`config.mk`:
```
export PLATFORM = sky130hd
export DESIGN_NAME = itc_timer
export DESIGN_NICKNAME = d
export VERILOG_FILES = /design/src/itc_pkg.sv /design/src/itc_tick_if.sv /design/src/itc_tick_div.sv /design/src/itc_timer.sv
export SDC_FILE = /design/constraint.sdc
export NUM_CORES = 1
export LEC_CHECK = 0
export BUFFER_PORTS_ARGS = -buffer_cell sky130_fd_sc_hd__buf_2
export CAP_MARGIN = 0
export CORE_ASPECT_RATIO = 1.5
export CORE_MARGIN = 4
export CORE_UTILIZATION = 51
export CTS_CLUSTER_DIAMETER = 30
export DETAILED_ROUTE_END_ITERATION = 16
export GPL_TIMING_DRIVEN = 0
export PLACE_DENSITY_LB_ADDON = 0.1
export SLEW_MARGIN = 30
export SYNTH_ARGS = -nofsm -noshare
export SYNTH_HDL_FRONTEND = slang
export SYNTH_SLANG_ARGS = --single-unit
```
`constraint.sdc`:
```
create_clock -name ref_clk -period 1.09 [get_ports ref_clk]
set_input_delay 0.109 -clock ref_clk [delete_from_list [all_inputs] [get_ports ref_clk]]
set_output_delay 0.109 -clock ref_clk [all_outputs]
set_load 0.005 [all_outputs]
```
`src/itc_pkg.sv`:
```
package itc_pkg;

    // ****************************************
    // Timing
    // ****************************************
    localparam int unsigned CLK_PERIOD_NS  = 100;
    localparam int unsigned TICK_PERIOD_NS = 1000000;
    localparam int unsigned TICK_CYCLES    = TICK_PERIOD_NS / CLK_PERIOD_NS;

    // ****************************************
    // Count layout and reset values
    // ****************************************
    localparam int unsigned       COUNT_W     = 16;
    localparam logic [COUNT_W-1:0] COUNT_RESET = 16'h0000;
    localparam logic [COUNT_W-1:0] SET_ZERO    = 16'h0000;
    localparam logic [COUNT_W:0]   COUNT_STEP  = 17'h00001;

    // ****************************************
    // States
    // ****************************************
    typedef enum logic {
        ST_IDLE,
        ST_TIMING
    } itc_state_t;

    typedef struct packed {
        itc_state_t         state;
        logic [COUNT_W-1:0] count;
        logic               start_prev;
        logic               out;
        logic               up;
    } itc_core_t;

endpackage

```
`src/itc_tick_if.sv`:
```
`timescale 1ns/1ns
interface itc_tick_if;
    logic restart;
    logic tick;

    modport timer (
        output restart,
        input  tick
    );

    modport divider (
        input  restart,
        output tick
    );
endinterface

```
`src/itc_tick_div.sv`:
```
`timescale 1ns/1ns
module itc_tick_div
    import itc_pkg::*;
#(
    parameter int unsigned CYCLES = TICK_CYCLES
) (
    // Clock and reset
    input  wire logic  clk,
    input  wire logic  rst_n,
    // Time base towards the timer
    itc_tick_if.divider tb
);

    localparam int unsigned W = (CYCLES > 1) ? $clog2(CYCLES) : 1;
    localparam logic [W-1:0] LAST = W'(CYCLES - 1);
    localparam logic [W-1:0] ONE  = W'(1);

    generate
        if (CYCLES < 1) begin : g_bad
            $error("itc_tick_div: CYCLES must be at least 1");
        end
    endgenerate

    typedef struct packed {
        logic [W-1:0] cnt;
        logic         tick;
    } itc_div_state_t;

    itc_div_state_t r;
    itc_div_state_t next_r;

    // A restart realigns the phase so the first tick comes a full period on.
    always_comb begin
        next_r = r;
        next_r.tick = 1'b0;
        if (tb.restart) begin
            next_r.cnt = '0;
        end else if (r.cnt == LAST) begin
            next_r.cnt  = '0;
            next_r.tick = 1'b1;
        end else begin
            next_r.cnt = r.cnt + ONE;
        end
    end

    always_ff @(posedge clk or negedge rst_n) begin
        if (!rst_n) begin
            r <= '0;
        end else begin
            r <= next_r;
        end
    end

    assign tb.tick = r.tick;

endmodule

```
`src/itc_timer.sv`:
```
// Summary of operation
// - A start edge during timing is accepted and restarts the interval.
// - The control output is on while start is on, unless reset is on.
// - When elapsed time reaches the set value the timer clears and stops.
// - With a set value of zero the output only follows start, no timing.
// - Power-up clears the timer and the elapsed count.
`timescale 1ns/1ns
module itc_timer
    import itc_pkg::*;
#(
    parameter int unsigned TICK_COUNT = TICK_CYCLES
) (
    // Clock and reset
    input  wire logic               ref_clk,
    input  wire logic               resetn,
    // External controls
    input  wire logic               start_in,
    input  wire logic               gate_in,
    input  wire logic               reset_in,
    input  wire logic [COUNT_W-1:0] set_value,
    // Results
    output logic                    control_out,
    output logic                    timing_active,
    output logic                    time_up,
    output logic [COUNT_W-1:0]      elapsed
);

    generate
        if (TICK_COUNT < 1) begin : g_bad
            $error("itc_timer: TICK_COUNT must be at least 1");
        end
    endgenerate

    // ****************************************
    // Reset release
    // ****************************************
    logic rst_meta;
    logic rst_n;

    always_ff @(posedge ref_clk or negedge resetn) begin
        if (!resetn) begin
            rst_meta <= 1'b0;
            rst_n    <= 1'b0;
        end else begin
            rst_meta <= 1'b1;
            rst_n    <= rst_meta;
        end
    end

    // ****************************************
    // Time base
    // ****************************************
    itc_tick_if tb ();

    itc_tick_div #(
        .CYCLES (TICK_COUNT)
    ) u_div (
        .clk   (ref_clk),
        .rst_n (rst_n),
        .tb    (tb.divider)
    );

    // ****************************************
    // Timing core
    // ****************************************
    itc_core_t r;
    itc_core_t next_r;
    logic      restart;
    logic      reach;
    logic      start_rise;

    // True when the set value asks for plain start-following output.
    function automatic logic set_is_zero(input logic [COUNT_W-1:0] v);
        return v == SET_ZERO;
    endfunction

    always_comb begin
        next_r     = r;
        restart    = 1'b0;
        reach      = 1'b0;
        start_rise = start_in && !r.start_prev;
        next_r.start_prev = start_in;
        next_r.out = start_in && !reset_in;
        next_r.up  = 1'b0;
        if (reset_in) begin
            next_r.state = ST_IDLE;
            next_r.count = COUNT_RESET;
            restart      = 1'b1;
        end else if (start_rise) begin
            next_r.count = COUNT_RESET;
            restart      = 1'b1;
            if (set_is_zero(set_value)) begin
                next_r.state = ST_IDLE;
            end else begin
                next_r.state = ST_TIMING;
            end
        end else begin
            case (r.state)
                ST_TIMING: begin
                    if (set_is_zero(set_value)) begin
                        next_r.state = ST_IDLE;
                        next_r.count = COUNT_RESET;
                    end else if (tb.tick && !gate_in) begin
                        if (({1'b0, r.count} + COUNT_STEP) >=
                            {1'b0, set_value}) begin
                            reach        = 1'b1;
                            next_r.state = ST_IDLE;
                            next_r.count = COUNT_RESET;
                            next_r.up    = 1'b1;
                        end else begin
                            next_r.count = r.count
                                + COUNT_STEP[COUNT_W-1:0];
                        end
                    end
                end
                ST_IDLE: begin
                    next_r.count = COUNT_RESET;
                end
                default: begin
                    next_r.state = ST_IDLE;
                    next_r.count = COUNT_RESET;
                end
            endcase
        end
    end

    // Power-up always lands in idle with a cleared count.
    always_ff @(posedge ref_clk or negedge rst_n) begin
        if (!rst_n) begin
            r <= '0;
        end else begin
            r <= next_r;
        end
    end

    assign tb.restart    = restart;
    assign control_out   = r.out;
    assign timing_active = (r.state == ST_TIMING);
    assign time_up       = r.up;
    assign elapsed       = r.count;
endmodule

```
Yosys cells after proc, flatten, opt, wreduce, memory -nomap -nowiden --
Index checks and enable logic that the tools add are counted.
Word-level totals: output and inout port bits 19, input port bits 21, word-level logic and storage cells 44, bits in registers 37
Cells by class: bitwise logic cells 1, reduce and logical (&&, ||, !) cells 7, multiplexer cells 21, $add $sub $neg 3, $lt $le $gt $ge 1, equality and inequality tests 2
Operator list (number):
- 17-bit 2-to-1 mux | 4
- 16-bit case mux with 2 select lines | 1
- 14-bit 2-to-1 mux | 2
- 16-bit by 1-bit adder with 17-bit output (second input constant) | 1
- 17-bit by 16-bit greater-or-equal comparator with 1-bit output | 1
- 16-bit by 1-bit adder with 16-bit output (second input constant) | 1
- 16-bit logical NOT | 1
- 16-bit 2-to-1 mux | 1
- 14-bit by 1-bit adder with 14-bit output (second input constant) | 1
- 14-bit == test (second input constant) | 1
- 1-bit 2-to-1 mux | 13
- 5-bit by 2-bit inequality test with 1-bit output (second input constant) | 1
- 1-bit logical AND | 3
- 1-bit logical NOT | 3
- 1-bit inverter | 1

Depth between registers and ports, before layout --
Gate-level depths: netlist of run 1.
depth after elaboration 8, depth in mapped cells 14, gate-level depth less buffers 13

By module --
From an unflattened synthesis of run 1, not the netlist that was laid out.
Unflattened totals: cell total of the unflattened synthesis 289, area, all modules 2541.2 um2
By module, submodules not included:
- itc_timer | cells each 217, area an instance 1790.5 um2, seq. area each 550.5 um2, instances 1
- itc_tick_div | cells each 72, area an instance 750.7 um2, seq. area each 375.4 um2, instances 1

Worst setup path after synthesis of run 1 --
OpenSTA, ideal clock, no wires.
path kind flip-flop to flip-flop, from register r, in the netlist elapsed[0], to register r, in the netlist elapsed[13], cell stages (with the launch flop) 14, arrival 2640 ps, period minus slack after synthesis 2766 ps, buffers on the path 0, path slack -1676 ps, library setup time 126 ps, required time 964 ps, path through dfrtp_1 -> ha_1 -> nand3_1 -> nor2_2 -> and3_1 -> nand3_1 -> xnor2_1 -> ha_1 -> nand2_1 -> nor2_1 -> o2111ai_1 -> o2111a_2 -> and3_1 -> a221o_1
On the way: word-level cells in the longest chain between the ends 8, elaborated cells on any way between the ends 9, classes of those cells 2 x add/sub; 1 x order compare; 6 x mux
RTL lines:
- start, declared | line itc_timer.sv:66 | itc_core_t r;
- start signal, assigned | line itc_timer.sv:132 | r <= next_r;
- 16-bit by 1-bit adder with 17-bit output | line itc_timer.sv:104 | if (({1'b0, r.count} + COUNT_STEP) >=
- 17-bit by 16-bit greater-or-equal comparator with 1-bit output | line itc_timer.sv:104
- 16-bit 2-to-1 mux (*) | line itc_timer.sv:104
- 17-bit 2-to-1 mux (*) | line itc_timer.sv:103 | end else if (tb.tick && !gate_in) begin
- 17-bit 2-to-1 mux (*) | line itc_timer.sv:100 | if (set_is_zero(set_value)) begin
- 16-bit case mux with 2 select lines (*) | line itc_timer.sv:98 | case (r.state)
- 17-bit 2-to-1 mux (*) | line itc_timer.sv:89 | end else if (start_rise) begin
- 17-bit 2-to-1 mux (*) | line itc_timer.sv:85 | if (reset_in) begin
Mark *: on every way between the ends. The rest lies on a longest branch, timed or not. The select of a mux whose other input is x is not followed. A chain may end at the register's enable or synchronous reset.

Worst setup path in the final report of run 1 --
from register r, in the netlist elapsed[6], to register r, in the netlist elapsed[15]
Same word-level chain as after synthesis.

==> results by group, run 1 <==
Global routing
  – First-pass GRT wire length: 9490 um
  – Vias in the first global route: 2177
  – Grt ovf: 0
  – Initial antenna violation count: 0
  – Tot GR Track Use: approximately a fifth
  – Largest net degree at the start of global routing: 36

Route
  – DRC: 0
  – Final wirelength: 6900 um
  – Vias per std cell: roughly 5.6
  – DRT antenna net count: 0
  – WL/cell: around 17 um
  – Via count: about 2300
  – Iteration-0 DRC Markers: between 80 and 90
  – DR pass1 iterations: 4

Setup path
  – Critical path data arrival time: about 3000 ps
  – Crit end category: register
  – Worst-path fanout max: 6
  – Startpoint types: register
  – Class of the most critical setup path: register to register
  – R2R Setup Slk: -1730 ps
  – Worst r2r path cells: 12
  – Worst endpoint required time: roughly 1300 ps
  – Reg2reg end: elapsed[15]
  – Reg2reg start: elapsed[6]

Timing
  – Worst Skew: 3.78 ps
  – Relative slew slack: 59.6%
  – Setup Viol. Count Final: 44
  – Final Max Tran Viols: 0
  – Fmax: between 300 and 400 MHz
  – RSZ-0062 raised after global routing: yes
  – Period utilisation layout: 259%
  – Min cycle time layout: ~2800 ps
  – Setup WS post-layout: -1730 ps
  – WHS: roughly 26 ps
  – Final Hold Vio Count: 0
  – Measured slew at the worst slew-check pin: around 600 ps

Synthesis
  – Seq/Total Area, Yosys: about two fifths
  – Main combinational cell family by area after synthesis: simple AND/OR/NAND/NOR gates
  – Synth async-reset ratio: 100%
  – Ranking of synthesized cells by area: dfrtp_1 (39%), ha_1 (9.6%), buf_4 (5.1%)
  – Yosys warns: 0
  – Synth Flop Type: dfrtp_1
  – Post-synth cell types: 41
  – Synthesis-stage register bit count: 37
  – Multiplexer share of the synthesized area: less than 1%
  – Post-Syn Area: approximately 2300 um^2
  – Count leader, synth: dfrtp_1
  – Adder-cell area share of the yosys netlist: 9.59%
  – Syn Inst Count: 254
  – Simple-gate share of the synthesized area: between 20% and 30%
  – Commonest cells in the netlist: dfrtp_1 (37), nor2_1 (29), nand2_1 (21)
  – Synthesized area per cell: 9.24 um^2
  – Post-synth EDFFs: 0
  – Synth area leader: dfrtp_1
  – Compound-Gate Fraction of Synth Area: 9.54%
  – Mapped Nets: between 200 and 300
  – Xor/xnor cell area share of the yosys netlist: under 10%
  – Post-synth top area share: 39.4%

Final layout
  – Diodes inserted: 0
  – Area Overhead vs Synth: 61.1%
  – Core Util, Final: a little over four fifths
  – Share of layout cells above drive strength 1: around three fifths
  – Fin nets: between 300 and 400

Outcome
  – Failing checks: negative setup slack
  – Status: finished, violations left

CTS
  – Clock root buffer: clkbuf_8
  – CTS max path bufs: 2
  – Worst-Skew Late Latency: 290 ps
  – CTS tree: yes
  – CTS buffer count: 5
  – CTS clk-pin slew, worst paths: 80 ps
  – CTS sink cnt: 37
  – H-tree depth: 2

Place
  – RePlAce Congestion: 0.776
  – Place WS: -1880 ps
  – HPWL Detailed: around 4000 um
  – IO buf count: 39

Power and ir drop
  – Total Power: approximately 2600 uW
  – Pwr Density: just under 700 nW/um^2
  – VDD IR max: around 540 uV
  – Cell leakage power: about 0.0018 uW

Worst hold path
  – Worst Hold End: u_div.tb.tick
  – Worst hold path depth: 2
  – Hold_sp: reset_in
  – Worst hold path type: input pin to register

Floorplanning
  – Chip height: just over 90 um
  – Io pins: 40
  – Die area: 5770 um^2
  – Core area: 4500 um^2
  – Initial Util: approximately 52%
  – FP Rows: 30
  – Die X: 63.4 um

Job
  – Max cap viols: 0
==> cells by family (layout without fill, tap and decap cells) <==
group / count (synthesis) / count (layout)
compound gates: 31 / 31
mux: 1 / 1
buf+inv: 36 / 137
simple gates: 108 / 108
xor+xnor: 22 / 22
other cells: 1 / 1
flops: 37 / 37
fa+ha+maj: 18 / 18
==> stage by stage <==
| step | TNS (ps) | instances | cell area, um^2 |
|---|---|---|---|
| after floorplan | -26660 | 254 | 2490 |
| after detailed placement | -36020 | 341 | 2740 |
| after CTS | -34640 | 379 | 3260 |
| after global placement | -35130 | 341 | 2740 |
| after global routing | -38380 | 403 | 3780 |
| final | -35150 | 403 | 3780 |
==> power by group <==
part           total [uW]  internal [uW]  switching [uW]
registers            1420           1390            35.8
clock network         960            442             518
logic                 229            110             118
==> worst max path at each step <==
| stage | to | depth (start not counted) | startpoint | slack, ps |
|---|---|---|---|---|
| global placement | elapsed[13] | 13 | elapsed[0] | -1880 |
| CTS | elapsed[8] | 12 | elapsed[0] | -1700 |
| finish | elapsed[15] | 12 | elapsed[6] | -1730 |
| global route | elapsed[15] | 14 | elapsed[0] | -1850 |
| floorplan | elapsed[13] | 13 | elapsed[0] | -1560 |
| detailed placement | elapsed[13] | 13 | elapsed[0] | -1880 |
==> area by class of cell <==
type | count | area [um^2]
clock buffer | 5 | 68.8
multi-input combinational | 181 | 1670
inverter | 17 | 63.8
fill | 236 | 723
sequential | 37 | 952
buffer | 17 | 179
tap | 48 | 60.1
clock inverter | 3 | 17.5
timing repair buffer | 95 | 771
==> layer usage <==
metal / routed length, um / up-vias / global-route usage, % / share of wire, %
met4: 269 / 0 / 5.95 / 3.9
met5: 0 / - / 0 / 0
li1: - / 1057 / - / -
met1: 2460 / 1107 / 21.4 / 36
met2: 3900 / 72 / 40.0 / 57
met3: 271 / 23 / 2.85 / 3.9
==> critical path, cell delays in order (launching register included) <==
cell      delay [ps]
dfrtp_2          400
nand4_4          150
or3_4            420
nor3_4           150
xor2_2           120
ha_4             300
nand3_2          120
o211ai_1         290
a21oi_2           90
o2111a_2         210
buf_4            150
buf_6            120
a22o_1           170
==> state kept, by name (all words and copies together) (netlist names) <==
register / cells
rst_meta: 1
elapsed: 16
r: 1
time_up: 1
timing_active: 1
control_out: 1
rst_n: 1
u_div.tb.tick: 1
u_div.r: 14
==> repair_timing <==
action	4_1_cts	5_1_grt
endpoints found under the hold margin	3	0
gates cloned	1	1
buffers inserted	27	27
pin swaps	13	33
hold buffers	2	0
endpoints found under the setup margin	47	60
gates resized for setup	52	74
==> layout by cell type (no fill, tap or decap), types with 7 or more instances in the layout <==
cell type	count
xnor2_1	7
nor2_1	13
inv_1	17
a22o_1	10
dfrtp_2	18
nand3_2	7
dfrtp_1	18
ha_1	12
nor2_2	9
xor2_1	8
nand2_1	16
nor2_4	8
buf_2	27
buf_4	40
buf_6	40
No activity file was read; power rests on OpenSTA's default activity.
==> run 2, diff against run 1 <==
- CORE_MARGIN: 4 -> 3
- CTS_CLUSTER_DIAMETER: 30 -> not set
- PLACE_DENSITY: not set -> 0.76
- PLACE_DENSITY_LB_ADDON: 0.1 -> not set
==> results by group, run 2 (synthesis results as in run 1) <==
Outcome
  – Status: finished, violations left
  – Failing checks: negative setup slack

Global routing
  – Met2 usage: 45.9% (+5.8 points)
  – Grt peak-use layer: met2
  – Grt ovf: 0 (unchanged)
  – Largest net degree at the start of global routing: 36 (unchanged)
  – Tot GR Track Use: 25.9% (+5.7 points)
  – First-pass GRT wire length: 10400 um (+10%)
  – GR met3 Demand/Resource: 4.19% (+1.3 points)
  – Initial antenna violation count: 0 (unchanged)
  – Met1 usage: 27.7% (+6.3 points)
  – Vias in the first global route: 2348 (+7.9%)

CTS
  – CTS buffer count: 5 (unchanged)
  – Clock root buffer: clkbuf_8
  – CTS sink cnt: 37 (unchanged)
  – Worst-Skew Late Latency: 300 ps (about the same)
  – CTS max path bufs: 2 (unchanged)
  – CTS tree: yes
  – H-tree depth: 2 (unchanged)
  – CTS clk-pin slew, worst paths: 80 ps (about the same)

Place
  – Placed Instance Area: 2740 um^2 (about the same)
  – RePlAce Congestion: 0.839 (+8.1%)
  – IO buf count: 39 (unchanged)
  – HPWL Detailed: 3900 um (-2.4%)
  – Cells after DPL: 339 (-0.59%)

Power and ir drop
  – Total Power: 3140 uW (+20%)
  – Cell leakage power: 0.00178 uW (-0.78%)
  – Pwr Density: 843 nW/um^2 (+22%)
  – VDD IR max: 903 uV (+67%)

Route
  – Vias per std cell: 5.80 (+3.4%)
  – Iteration-0 DRC Markers: 71 (-15%)
  – DR pass1 iterations: 4 (unchanged)
  – WL/cell: 18.3 um (+6.9%)
  – DRC: 0 (unchanged)
  – Via count: 2296 (+1.6%)
  – Final wirelength: 7250 um (+5.0%)
  – DRT antenna net count: 0 (unchanged)

Setup path
  – Worst-path fanout max: 6 (unchanged)
  – Worst endpoint required time: 1280 ps (about the same)
  – Startpoint types: register
  – Critical path data arrival time: 3070 ps (+70 ps)
  – Crit end category: register
  – Class of the most critical setup path: register to register

Floorplanning
  – FP Rows: 29 (-3.3%)
  – Die area: 5470 um^2 (-5.3%)
  – Io pins: 40 (unchanged)
  – Core area: 4320 um^2 (-4.1%)
  – Chip height: 89.1 um (-2.2%)
  – Initial Util: 54.4% (+2.2 points)
  – Die X: 61.4 um (-3.2%)

Final layout
  – Share of layout cells above drive strength 1: 57.7% (-2.3 points)
  – Most frequent cells in the layout: buf_4 (41), buf_6 (32), buf_2 (29), dfrtp_1 (20)
  – Fin nets: 388 (-1.3%)
  – Diodes inserted: 0 (unchanged)
  – Finished Cell Area: 3720 um^2 (-1.5%)
  – Most common cell after layout, fill and taps aside: buf_4
  – Core Util, Final: 86.2% (+2.3 points)
  – Max reg flops: 16 (unchanged)
  – Area Overhead vs Synth: 58.6%
  – Final Non-Filler Cells: 396 (-1.7%)
  – Filler cells: 223 (-5.5%)

Timing
  – Setup WS post-layout: -1790 ps (-61.6 ps)
  – Final Max Tran Viols: 0 (unchanged)
  – Period utilisation layout: 265% (+5.7 points)
  – Fmax: 347 MHz (-2.1%)
  – Final Hold Vio Count: 0 (unchanged)
  – Setup TNS Final: -35230 ps (-85.3 ps)
  – Setup Viol. Count Final: 46 (+4.5%)
  – Measured slew at the worst slew-check pin: 797 ps (+194 ps)
  – RSZ-0062 raised after global routing: yes
  – Worst Skew: 10.9 ps (+7.12 ps)
  – Min cycle time layout: 2880 ps (+61.6 ps)
  – Relative slew slack: 46.9% (-13 points)

Job
  – Max cap viols: 0 (unchanged)

Worst hold path
  – Worst hold path type: input pin to register
run 2: cell count changes in the layout (fill, tap and decap cells not counted), moves of 3 or more:
cell,previous run,this run
o21ai_1,4,1
o21ai_2,1,4
buf_6,40,32
nand3_2,7,3
nor2_2,9,6
run 2: final timing paths:
check	start	end	slack, ps	cells past startpoint
setup / recovery	elapsed[0]	elapsed[13]	-1790	11
hold reg to reg	rst_n	u_div.r[7]	360	0
setup reg to reg	elapsed[0]	elapsed[13]	-1790	11
max in group asynchronous	rst_n	elapsed[11]	160	0
hold / removal	reset_in	timing_active	40	2
min in group asynchronous	resetn	rst_n	110	2
run 2: final cells by class:
| cell class | count | area, um^2 | area share [%] |
|---|---|---|---|
| Timing Repair Buffer | 91 | 717 | 19.3 |
| Clock buffer | 5 | 68.8 | 1.85 |
| Clock inverter | 3 | 68.8 | 1.85 |
| Inverter | 17 | 63.8 | 1.71 |
| Buffer | 16 | 160 | 4.30 |
| Multi-Input combinational cell | 181 | 1640 | 44.1 |
| Tap cell | 46 | 57.6 | 1.55 |
| Sequential cell | 37 | 947 | 25.4 |
run 2: power by group:
part           switching, uW  internal [uW]  leakage (uW)
clock                    564            922     0.0000687
sequential              36.0           1390      0.000479
combinational            120            109       0.00123
total                    720           2420       0.00178
run 2: worst max-delay path, cell delays in order (launching register included):
cell       delay [ps]
dfrtp_2           440
nand3_4           120
or3_4             410
nor3_4            130
xor2_1            250
ha_1              260
nand3_2           120
nor2_4            140
o2111ai_2         120
o2111a_2          350
and3_1            180
a221o_1           250
run 2: timing repair:
action | 4_1_cts | 5_1_grt
resized for setup | 56 | 60
pin swaps | 13 | 36
hold buffers | 2 | 0
buffers inserted | 32 | 21
gates cloned | 2 | 0
hold endpoints to repair | 3 | 0
setup endpoints to repair | 48 | 49
run 2: per-stage QoR:
step | setup slack, ps | hold WS (ps)
after global routing | -1900 | 42.5
after floorplan | -1560 | -187
after detailed placement | -1880 | -104
after CTS | -1700 | 26.4
after global placement | -1850 | -106
final | -1790 | 35.0
run 2: metal layers:
layer	wire [um]	share of wire, %
met1	2590	36
met2	3950	54
met3	280	3.9
met4	429	5.9
met5	0	0
